--- src/hdl/icgw_pkg.sv ---
// Constants and carrier types for the indexed configuration unit.
// Assumes a single 40 MHz clock and a host that issues one I/O cycle at a time.
`default_nettype none

package icgw_pkg;
	// ----------------------------------------------------------------
	// Host port map
	// ----------------------------------------------------------------
	localparam logic [15:0] ICGW_INDEX_ADDR_LO = 16'h002E;
	localparam logic [15:0] ICGW_DATA_ADDR_LO  = 16'h002F;
	localparam logic [15:0] ICGW_INDEX_ADDR_HI = 16'h004E;
	localparam logic [15:0] ICGW_DATA_ADDR_HI  = 16'h004F;

	// ----------------------------------------------------------------
	// Keys
	// ----------------------------------------------------------------
	localparam logic [7:0] ICGW_ENTER_KEY = 8'h87;
	localparam logic [7:0] ICGW_EXIT_KEY  = 8'hAA;

	// ----------------------------------------------------------------
	// Configuration indices and logical device numbers
	// ----------------------------------------------------------------
	localparam logic [7:0] ICGW_IDX_DEVSEL   = 8'h07;
	localparam logic [7:0] ICGW_IDX_ACTIVATE = 8'h30;
	localparam logic [7:0] ICGW_IDX_DIR      = 8'hF0;
	localparam logic [7:0] ICGW_IDX_PINVAL   = 8'hF1;
	localparam logic [7:0] ICGW_IDX_INVERT   = 8'hF2;
	localparam logic [7:0] ICGW_IDX_WD_UNIT  = 8'hF5;
	localparam logic [7:0] ICGW_IDX_WD_COUNT = 8'hF6;
	localparam logic [7:0] ICGW_LDN_GPIO     = 8'h07;
	localparam logic [7:0] ICGW_LDN_WDOG     = 8'h08;

	// ----------------------------------------------------------------
	// Reset values and the one-second unit code
	// ----------------------------------------------------------------
	localparam logic [7:0] ICGW_DIR_RST    = 8'hFF;
	localparam logic [7:0] ICGW_PINVAL_RST = 8'h00;
	localparam logic [7:0] ICGW_INVERT_RST = 8'h00;
	localparam logic [7:0] ICGW_UNIT_SEC   = 8'h00;
	localparam logic [7:0] ICGW_UNIT_RST   = 8'h00;

	// ----------------------------------------------------------------
	// Timing
	// ----------------------------------------------------------------
	localparam int ICGW_CLK_HZ        = 40000000;
	localparam int ICGW_SEC_MS        = 1000;
	localparam int ICGW_MIN_MS        = 60000;
	localparam int ICGW_SEC_CYCLES    = ICGW_CLK_HZ / 1000 * ICGW_SEC_MS;
	// One minute of cycles overflows a signed 32-bit int
	localparam longint ICGW_MIN_CYCLES = longint'(ICGW_CLK_HZ / 1000) * ICGW_MIN_MS;
	localparam int ICGW_PULSE_CYCLES  = 16;

	// ----------------------------------------------------------------
	// Carrier of one host I/O cycle
	// ----------------------------------------------------------------
	typedef struct packed {
		logic        wr;
		logic        rd;
		logic [15:0] addr;
		logic [7:0]  wdata;
	} icgw_io_t;

	typedef enum logic [2:0] {
		ICGW_LOCKED = 3'b001,
		ICGW_KEY1   = 3'b010,
		ICGW_OPEN   = 3'b100
	} icgw_mode_t;
endpackage : icgw_pkg

`default_nettype wire

--- src/hdl/icgw_top.sv ---
// Keyed index/data configuration unit with an 8-bit port and watchdog.
// Assumes HOST_IO strobes are one-cycle pulses on REF_CLK; pins are async.
`default_nettype none

// Contract
// RULE1: Two consecutive enter-key writes to index port open configuration mode.
// RULE2: Exit-key write to index port closes configuration mode.
// RULE3: Index port is write-only, decoded at selectable low or high address.
// RULE4: Data port reads/writes the currently indexed register at paired address.
// RULE5: Index 07 then data selects the logical device for later indices.
// RULE6: Port direction, value and invert registers live in device 7.
// RULE7: Direction bit one means input, zero output; resets to all ones.
// RULE8: Output bits of value register are writable and readable; reset zero.
// RULE9: Input bits read pin state and ignore host writes.
// RULE10: Invert bit flips pin value both directions; resets to zero.
// RULE11: Watchdog configuration registers live in device 8.
// RULE12: Writing one to index 30 activates watchdog; zero deactivates it.
// RULE13: Writing zero to index F5 selects one-second count unit.
// RULE14: Expiry while active raises reset pulse or interrupt pulse.
// RULE15: After reset, configuration closed and watchdog inactive.
// RULE16: Loadable down-counter decrements per unit; rewrite restarts timing.
module icgw_top #(
	parameter int SEC_CYCLES   = icgw_pkg::ICGW_SEC_CYCLES,
	parameter longint MIN_CYCLES = icgw_pkg::ICGW_MIN_CYCLES,
	parameter int PULSE_CYCLES = icgw_pkg::ICGW_PULSE_CYCLES
) (
	input  wire logic            REF_CLK,
	input  wire logic            RST,
	input  wire logic            ADDR_SEL_HI,
	input  wire icgw_pkg::icgw_io_t HOST_IO,
	output var  logic [7:0]      HOST_RDATA,
	output var  logic            HOST_RVALID,
	input  wire logic [7:0]      GENERAL_PORT_BITS_IN,
	output var  logic [7:0]      GENERAL_PORT_BITS_OUT,
	output var  logic [7:0]      GENERAL_PORT_BITS_OE,
	output var  logic            WDOG_RESET,
	output var  logic            WDOG_IRQ,
	output var  logic            CFG_OPEN
);
	import icgw_pkg::*;

	// ----------------------------------------------------------------
	// Decode
	// ----------------------------------------------------------------
	icgw_mode_t  mode_ff;
	icgw_mode_t  nxt_mode;
	logic [7:0]  index_ff;
	logic [7:0]  ldn_ff;
	logic [7:0]  dir_ff;
	logic [7:0]  outval_ff;
	logic [7:0]  invert_ff;
	logic        wd_active_ff;
	logic [7:0]  wd_unit_ff;
	logic [7:0]  wd_count_ff;
	logic        wd_irq_mode_ff;
	logic [31:0] tick_cnt_ff;
	logic [5:0]  pulse_cnt_ff;
	logic [7:0]  pin_meta_ff;
	logic [7:0]  pin_sync_ff;
	logic        sel_meta_ff;
	logic        sel_sync_ff;

	logic [15:0] idx_addr;
	logic [15:0] dat_addr;
	logic        idx_wr;
	logic        dat_wr;
	logic        dat_rd;
	logic        cfg_wr;
	logic        unit_tick;
	logic        expire;
	logic [7:0]  pin_view;

	function automatic logic reg_hit(input logic [7:0] ldn, input logic [7:0] idx,
			input logic [7:0] want_ldn, input logic [7:0] want_idx);
		reg_hit = (ldn == want_ldn) && (idx == want_idx);
	endfunction : reg_hit

	// Address choice is a strap; sync it like any pin
	always_ff @(posedge REF_CLK or posedge RST) begin
		if (RST) begin
			sel_meta_ff <= 1'b0;
			sel_sync_ff <= 1'b0;
		end else begin
			sel_meta_ff <= ADDR_SEL_HI;
			sel_sync_ff <= sel_meta_ff;
		end
	end

	assign idx_addr = sel_sync_ff ? ICGW_INDEX_ADDR_HI : ICGW_INDEX_ADDR_LO; // RULE3
	assign dat_addr = sel_sync_ff ? ICGW_DATA_ADDR_HI : ICGW_DATA_ADDR_LO;   // RULE4
	assign idx_wr   = HOST_IO.wr && (HOST_IO.addr == idx_addr);
	assign dat_wr   = HOST_IO.wr && (HOST_IO.addr == dat_addr) && (mode_ff == ICGW_OPEN);
	assign dat_rd   = HOST_IO.rd && (HOST_IO.addr == dat_addr) && (mode_ff == ICGW_OPEN);
	assign cfg_wr   = dat_wr;

	// ----------------------------------------------------------------
	// Key sequencer
	// ----------------------------------------------------------------
	// Any other index-port write between the two keys restarts the sequence
	always_comb begin
		nxt_mode = mode_ff;
		case (mode_ff)
			ICGW_LOCKED: begin
				if (idx_wr && HOST_IO.wdata == ICGW_ENTER_KEY) begin
					nxt_mode = ICGW_KEY1; // RULE1
				end
			end
			ICGW_KEY1: begin
				if (idx_wr) begin
					nxt_mode = (HOST_IO.wdata == ICGW_ENTER_KEY) ? ICGW_OPEN : ICGW_LOCKED; // RULE1
				end
			end
			ICGW_OPEN: begin
				if (idx_wr && HOST_IO.wdata == ICGW_EXIT_KEY) begin
					nxt_mode = ICGW_LOCKED; // RULE2
				end
			end
			default: begin
				nxt_mode = ICGW_LOCKED;
			end
		endcase
	end

	always_ff @(posedge REF_CLK or posedge RST) begin
		if (RST) begin
			mode_ff <= ICGW_LOCKED; // RULE15
		end else begin
			mode_ff <= nxt_mode;
		end
	end

	// Index latched only while open and never from the exit key, so the opening keys never become an index
	always_ff @(posedge REF_CLK or posedge RST) begin
		if (RST) begin
			index_ff <= 8'h00;
		end else if (idx_wr && mode_ff == ICGW_OPEN && HOST_IO.wdata != ICGW_EXIT_KEY) begin
			index_ff <= HOST_IO.wdata; // RULE3
		end
	end

	always_ff @(posedge REF_CLK or posedge RST) begin
		if (RST) begin
			ldn_ff <= 8'h00;
		end else if (cfg_wr && index_ff == ICGW_IDX_DEVSEL) begin
			ldn_ff <= HOST_IO.wdata; // RULE5
		end
	end

	// ----------------------------------------------------------------
	// General-purpose port, device 7
	// ----------------------------------------------------------------
	always_ff @(posedge REF_CLK or posedge RST) begin
		if (RST) begin
			pin_meta_ff <= 8'h00;
			pin_sync_ff <= 8'h00;
		end else begin
			pin_meta_ff <= GENERAL_PORT_BITS_IN;
			pin_sync_ff <= pin_meta_ff;
		end
	end

	assign pin_view = pin_sync_ff ^ invert_ff; // RULE10

	always_ff @(posedge REF_CLK or posedge RST) begin
		if (RST) begin
			dir_ff    <= ICGW_DIR_RST;    // RULE7
			invert_ff <= ICGW_INVERT_RST; // RULE10
		end else if (cfg_wr) begin
			if (reg_hit(ldn_ff, index_ff, ICGW_LDN_GPIO, ICGW_IDX_DIR)) begin
				dir_ff <= HOST_IO.wdata; // RULE6
			end else if (reg_hit(ldn_ff, index_ff, ICGW_LDN_GPIO, ICGW_IDX_INVERT)) begin
				invert_ff <= HOST_IO.wdata;
			end
		end
	end

	// Input bits keep their old latch; only output-direction bits take writes
	always_ff @(posedge REF_CLK or posedge RST) begin
		if (RST) begin
			outval_ff <= ICGW_PINVAL_RST; // RULE8
		end else if (cfg_wr && reg_hit(ldn_ff, index_ff, ICGW_LDN_GPIO, ICGW_IDX_PINVAL)) begin
			outval_ff <= (HOST_IO.wdata & ~dir_ff) | (outval_ff & dir_ff); // RULE9
		end
	end

	always_ff @(posedge REF_CLK or posedge RST) begin
		if (RST) begin
			GENERAL_PORT_BITS_OUT <= 8'h00;
			GENERAL_PORT_BITS_OE  <= 8'h00;
		end else begin
			GENERAL_PORT_BITS_OUT <= outval_ff ^ invert_ff; // RULE10
			GENERAL_PORT_BITS_OE  <= ~dir_ff;               // RULE7
		end
	end

	// ----------------------------------------------------------------
	// Watchdog, device 8
	// ----------------------------------------------------------------
	// Unit register bit 3 picks interrupt instead of reset on expiry
	always_ff @(posedge REF_CLK or posedge RST) begin
		if (RST) begin
			wd_active_ff   <= 1'b0; // RULE15
			wd_unit_ff     <= ICGW_UNIT_RST;
			wd_irq_mode_ff <= 1'b0;
		end else if (cfg_wr) begin
			if (reg_hit(ldn_ff, index_ff, ICGW_LDN_WDOG, ICGW_IDX_ACTIVATE)) begin
				wd_active_ff <= HOST_IO.wdata[0]; // RULE12
			end else if (reg_hit(ldn_ff, index_ff, ICGW_LDN_WDOG, ICGW_IDX_WD_UNIT)) begin
				wd_unit_ff     <= HOST_IO.wdata; // RULE13
				wd_irq_mode_ff <= HOST_IO.wdata[3];
			end
		end
	end

	logic count_wr;
	assign count_wr = cfg_wr && reg_hit(ldn_ff, index_ff, ICGW_LDN_WDOG, ICGW_IDX_WD_COUNT); // RULE11

	// Prescaler restarts on count write so the first unit is a full one
	always_ff @(posedge REF_CLK or posedge RST) begin
		if (RST) begin
			tick_cnt_ff <= 32'h00000000;
		end else if (count_wr || !wd_active_ff || unit_tick) begin
			tick_cnt_ff <= 32'h00000000; // RULE16
		end else begin
			tick_cnt_ff <= tick_cnt_ff + 32'h00000001;
		end
	end

	assign unit_tick = (wd_unit_ff == ICGW_UNIT_SEC)
		? (tick_cnt_ff == 32'(SEC_CYCLES - 1))
		: (tick_cnt_ff == 32'(MIN_CYCLES - 1)); // RULE13

	assign expire = wd_active_ff && unit_tick && (wd_count_ff == 8'h01);

	always_ff @(posedge REF_CLK or posedge RST) begin
		if (RST) begin
			wd_count_ff <= 8'h00;
		end else if (count_wr) begin
			wd_count_ff <= HOST_IO.wdata; // RULE16
		end else if (wd_active_ff && unit_tick && wd_count_ff != 8'h00) begin
			wd_count_ff <= wd_count_ff - 8'h01; // RULE16
		end
	end

	// Stretched so a slow reset controller still sees it
	always_ff @(posedge REF_CLK or posedge RST) begin
		if (RST) begin
			pulse_cnt_ff <= 6'h00;
			WDOG_RESET   <= 1'b0;
			WDOG_IRQ     <= 1'b0;
		end else if (expire) begin
			pulse_cnt_ff <= 6'(PULSE_CYCLES - 1);
			WDOG_RESET   <= !wd_irq_mode_ff; // RULE14
			WDOG_IRQ     <= wd_irq_mode_ff;  // RULE14
		end else if (pulse_cnt_ff != 6'h00) begin
			pulse_cnt_ff <= pulse_cnt_ff - 6'h01;
		end else begin
			WDOG_RESET <= 1'b0;
			WDOG_IRQ   <= 1'b0;
		end
	end

	// ----------------------------------------------------------------
	// Read path
	// ----------------------------------------------------------------
	always_ff @(posedge REF_CLK or posedge RST) begin
		if (RST) begin
			HOST_RDATA  <= 8'h00;
			HOST_RVALID <= 1'b0;
			CFG_OPEN    <= 1'b0;
		end else begin
			HOST_RVALID <= dat_rd; // RULE4
			CFG_OPEN    <= (nxt_mode == ICGW_OPEN);
			if (dat_rd) begin
				if (index_ff == ICGW_IDX_DEVSEL) begin
					HOST_RDATA <= ldn_ff;
				end else if (reg_hit(ldn_ff, index_ff, ICGW_LDN_GPIO, ICGW_IDX_DIR)) begin
					HOST_RDATA <= dir_ff;
				end else if (reg_hit(ldn_ff, index_ff, ICGW_LDN_GPIO, ICGW_IDX_PINVAL)) begin
					HOST_RDATA <= (outval_ff & ~dir_ff) | (pin_view & dir_ff); // RULE9
				end else if (reg_hit(ldn_ff, index_ff, ICGW_LDN_GPIO, ICGW_IDX_INVERT)) begin
					HOST_RDATA <= invert_ff;
				end else if (reg_hit(ldn_ff, index_ff, ICGW_LDN_WDOG, ICGW_IDX_ACTIVATE)) begin
					HOST_RDATA <= {7'h00, wd_active_ff};
				end else if (reg_hit(ldn_ff, index_ff, ICGW_LDN_WDOG, ICGW_IDX_WD_UNIT)) begin
					HOST_RDATA <= wd_unit_ff;
				end else if (reg_hit(ldn_ff, index_ff, ICGW_LDN_WDOG, ICGW_IDX_WD_COUNT)) begin
					HOST_RDATA <= wd_count_ff;
				end else begin
					HOST_RDATA <= 8'h00;
				end
			end
		end
	end
endmodule : icgw_top

`default_nettype wire

--- config.mk ---
export PLATFORM = sky130hd
export DESIGN_NAME = icgw_top
export DESIGN_NICKNAME = d
export VERILOG_FILES = /design/src/hdl/icgw_pkg.sv /design/src/hdl/icgw_top.sv
export SDC_FILE = /design/constraint.sdc
export NUM_CORES = 1
export LEC_CHECK = 0
export BUFFER_PORTS_ARGS = -buffer_cell sky130_fd_sc_hd__buf_2
export CORE_ASPECT_RATIO = 1.2
export CORE_MARGIN = 2
export CORE_UTILIZATION = 46
export DETAILED_ROUTE_END_ITERATION = 10
export HOLD_SLACK_MARGIN = 0.15
export SETUP_SLACK_MARGIN = 0.2
export SYNTH_ARGS = -nofsm -noshare
export SYNTH_HDL_FRONTEND = slang
export SYNTH_SLANG_ARGS = --single-unit
--- constraint.sdc ---
create_clock -name REF_CLK -period 7.7 [get_ports REF_CLK]
set_input_delay 0.77 -clock REF_CLK [delete_from_list [all_inputs] [get_ports REF_CLK]]
set_output_delay 0.77 -clock REF_CLK [all_outputs]
set_load 0.02 [all_outputs]
==> results.md <==
* Status: finished clean
* Final ANT Viol Nets at 0
* Tightest Hold Check Type: reg2reg
* CTS Buf Count at 17
* Multi-input gate area at roughly 2900 µm²
* HPWL after DPL at roughly 11000 µm
* DRC at 0
* CTS tree: yes
* VDD IR-drop max at ~120 µV
* Mapped Nets at 660
* CTS sink cnt at about 140
* Setup Slack @ Placement at about 4.4 ns
* Pwr/cell area at around 210 nW/µm²
* RSZ-0062 raised after global routing: false
* Commonest non-fill, non-tap cells in the layout: dfrtp_1, nor2_1, buf_2, nand2_1, mux2_2
* Hold Vio Cnt, Final at 0
* Main synth FF type: dfrtp_1
* Hold buffers post-CTS at 0
* Crit path kind: reg2reg
* Cell variety after synth at 57
* Vias/cell at between 5 and 6
* Pin count of the biggest net entering global routing at between 80 and 90
* Post-synthesis sequential area ratio at 53.6%
* R2r setup slk at 4.41 ns
* Core area at 14400 µm²
* Gr ovfl total at 0
* Share of layout cells above drive strength 1 at 23.3%
* Yosys warns at 0
* Input/output buffers at between 60 and 70
* Post-synthesis register bit count at approximately 140
* Leak at approximately 3.4 nW
* Reg area at roughly 3600 µm²
* H-Tree Depth at 4
* Die area at between 15000 and 20000 µm²
* Drt wl/cell at around 18 µm
* Worst EP arrival at 3.55 ns
* Filler cells at around 1300
* Vias in the first global route at 4890
* Max FO, Critical Path at 32
* Max Freq at 304 MHz
* Antenna violations before repair at 0
* CP Capture Type: register
* Clock root buffer master: clkbuf_16
* Clock Tree Buf Depth at 2
* Die W at between 100 and 150 µm
* Cell row count at between 40 and 50
* Slew @ Worst Pin at around 1.0 ns
* Slew margin rel. at 32.7%
* Synth Cell Area at roughly 6700 µm²
* Async SR Flop Fraction at 100%
* Initial core utilization at between 40 and 50%
* Max-slew violations at 0
* Routability cong. at about 0.86
* Final Net Count at just over 700
* Ratio of final minimum period to clock period at a little over two fifths
* Final setup viols at 0
* Startpoint types: register
* Fin crit period at 3.29 ns
* # resized after CTS at 0
* Die H at between 100 and 150 µm
* Pre-Repair DR Iteration Count at 4
* Final Skew at about 0.0067 ns
* Maxcap violations at 0
* Postcts setup bufs at 0
* Setup TNS at 0 ns
* Number of flops mapped to enable cells by yosys at 0
* Setup slack after layout at roughly 4.4 ns
* First-pass GRT wire length at 25100 µm
* Drt total wl at between 15000 and 20000 µm
* Clk Latency, worst-skew pair at approximately 0.42 ns
* Clock-pin slew on the worst setup and hold paths at approximately 0.060 ns
* Synth-to-Final Area Change at 15.7%
* Syn Inst Count at between 600 and 700
* IO Pins at 65
* Most common cell after layout, fill and taps aside: dfrtp_1
* Vias at 4839
* CP required at 7.96 ns
* Mean Syn Cell Area at about 11 µm²
* DRT iter0 DRCs at about 270
* Antenna diode count at 0
* Overall Global Routing Usage at between 20% and 30%
cells by family (layout without fill, tap and decap cells):
| group | count (synthesis) | in the layout | share of synthesized area [%] |
|---|---|---|---|
| simple gates | 246 | 246 | 19.8 |
| flops | 144 | 144 | 53.6 |
| compound gates | 70 | 70 | 7.02 |
| xor+xnor | 56 | 56 | 7.28 |
| mux | 51 | 51 | 8.69 |
| buf+inv | 46 | 123 | 2.67 |
| fa+ha+maj | 5 | 5 | 0.928 |
cells in the mapped netlist, types with 11 or more instances:
cell	count	area, µm²
a21oi_1	11	55.1
o21ai_0	20	100
nand3_1	23	115
clkbuf_1	14	52.6
nand2_1	52	195
mux2_2	50	563
nor3_1	15	75.1
inv_1	26	97.6
xnor2_1	31	272
xor2_1	25	219
dfrtp_1	135	3380
nor2_1	67	251
per-stage QoR:
| stage | total power, mW | instances | hold WS, ns | instance area (µm²) | utilization, % |
|---|---|---|---|---|---|
| after floorplan | 0.794 | 618 | 0.331 | 6740 | - |
| after global placement | 0.814 | 838 | 0.332 | 7210 | 50.2 |
| after detailed placement | 0.815 | 838 | 0.336 | 7210 | 50.2 |
| after CTS | 1.63 | 870 | 0.349 | 7800 | 54.3 |
| after global routing | 1.67 | 870 | 0.358 | 7800 | 54.3 |
| final | 1.61 | 870 | 0.347 | 7800 | 54.3 |
layer usage:
metal | GRT usage (%) | share of wire (%)
met2 | 36.6 | 52
met5 | 0 | 0
met3 | 4.43 | 3.8
met1 | 25.3 | 42
met4 | 8.20 | 2.2
sequential cells by signal (all words and copies together) (netlist names), 3 cells and up, named ones only:
signal,count
index_ff,8
ldn_ff,8
pin_meta_ff,8
wd_count_ff,8
dir_ff,8
tick_cnt_ff,32
invert_ff,8
GENERAL_PORT_BITS_OUT,8
HOST_RDATA,8
pulse_cnt_ff,6
GENERAL_PORT_BITS_OE,8
wd_unit_ff,8
pin_sync_ff,8
mode_ff,3
cell type report:
class	instances	share of cell area (%)
multi-input combinational	428	37.8
clock buffer	20	5.86
inverter	26	1.32
sequential	144	46.4
timing repair buffer	65	4.20
clock inverter	12	1.72
tap	175	2.81
path summary, 6_finish.rpt:
path,start,endpoint,cells past startpoint
max,ldn_ff[5]$_DFFE_PP0P_,tick_cnt_ff[14]$_DFF_PP0_,6
min,pin_meta_ff[1]$_DFF_PP0_,pin_sync_ff[1]$_DFF_PP0_,0
max reg2reg,ldn_ff[5]$_DFFE_PP0P_,tick_cnt_ff[14]$_DFF_PP0_,6
min reg2reg,pin_meta_ff[1]$_DFF_PP0_,pin_sync_ff[1]$_DFF_PP0_,0
max in group asynchronous,RST,pulse_cnt_ff[4]$_DFFE_PP0P_,3
min in group asynchronous,RST,GENERAL_PORT_BITS_OE[6]$_DFF_PP0_,2
critical path, cell delays in order (launching register included):
cell and delay, ns:
dfrtp_1 0.39, or3_1 0.44, nor3_1 0.59, and2_1 0.28, and2_1 0.44, a211o_1 0.85, nor2_1 0.13
power by group:
group	switching [mW]	internal, mW
clock network	0.319	0.495
logic	0.0267	0.0103
registers	0.00171	0.762
No activity file was read; power rests on OpenSTA's default activity.
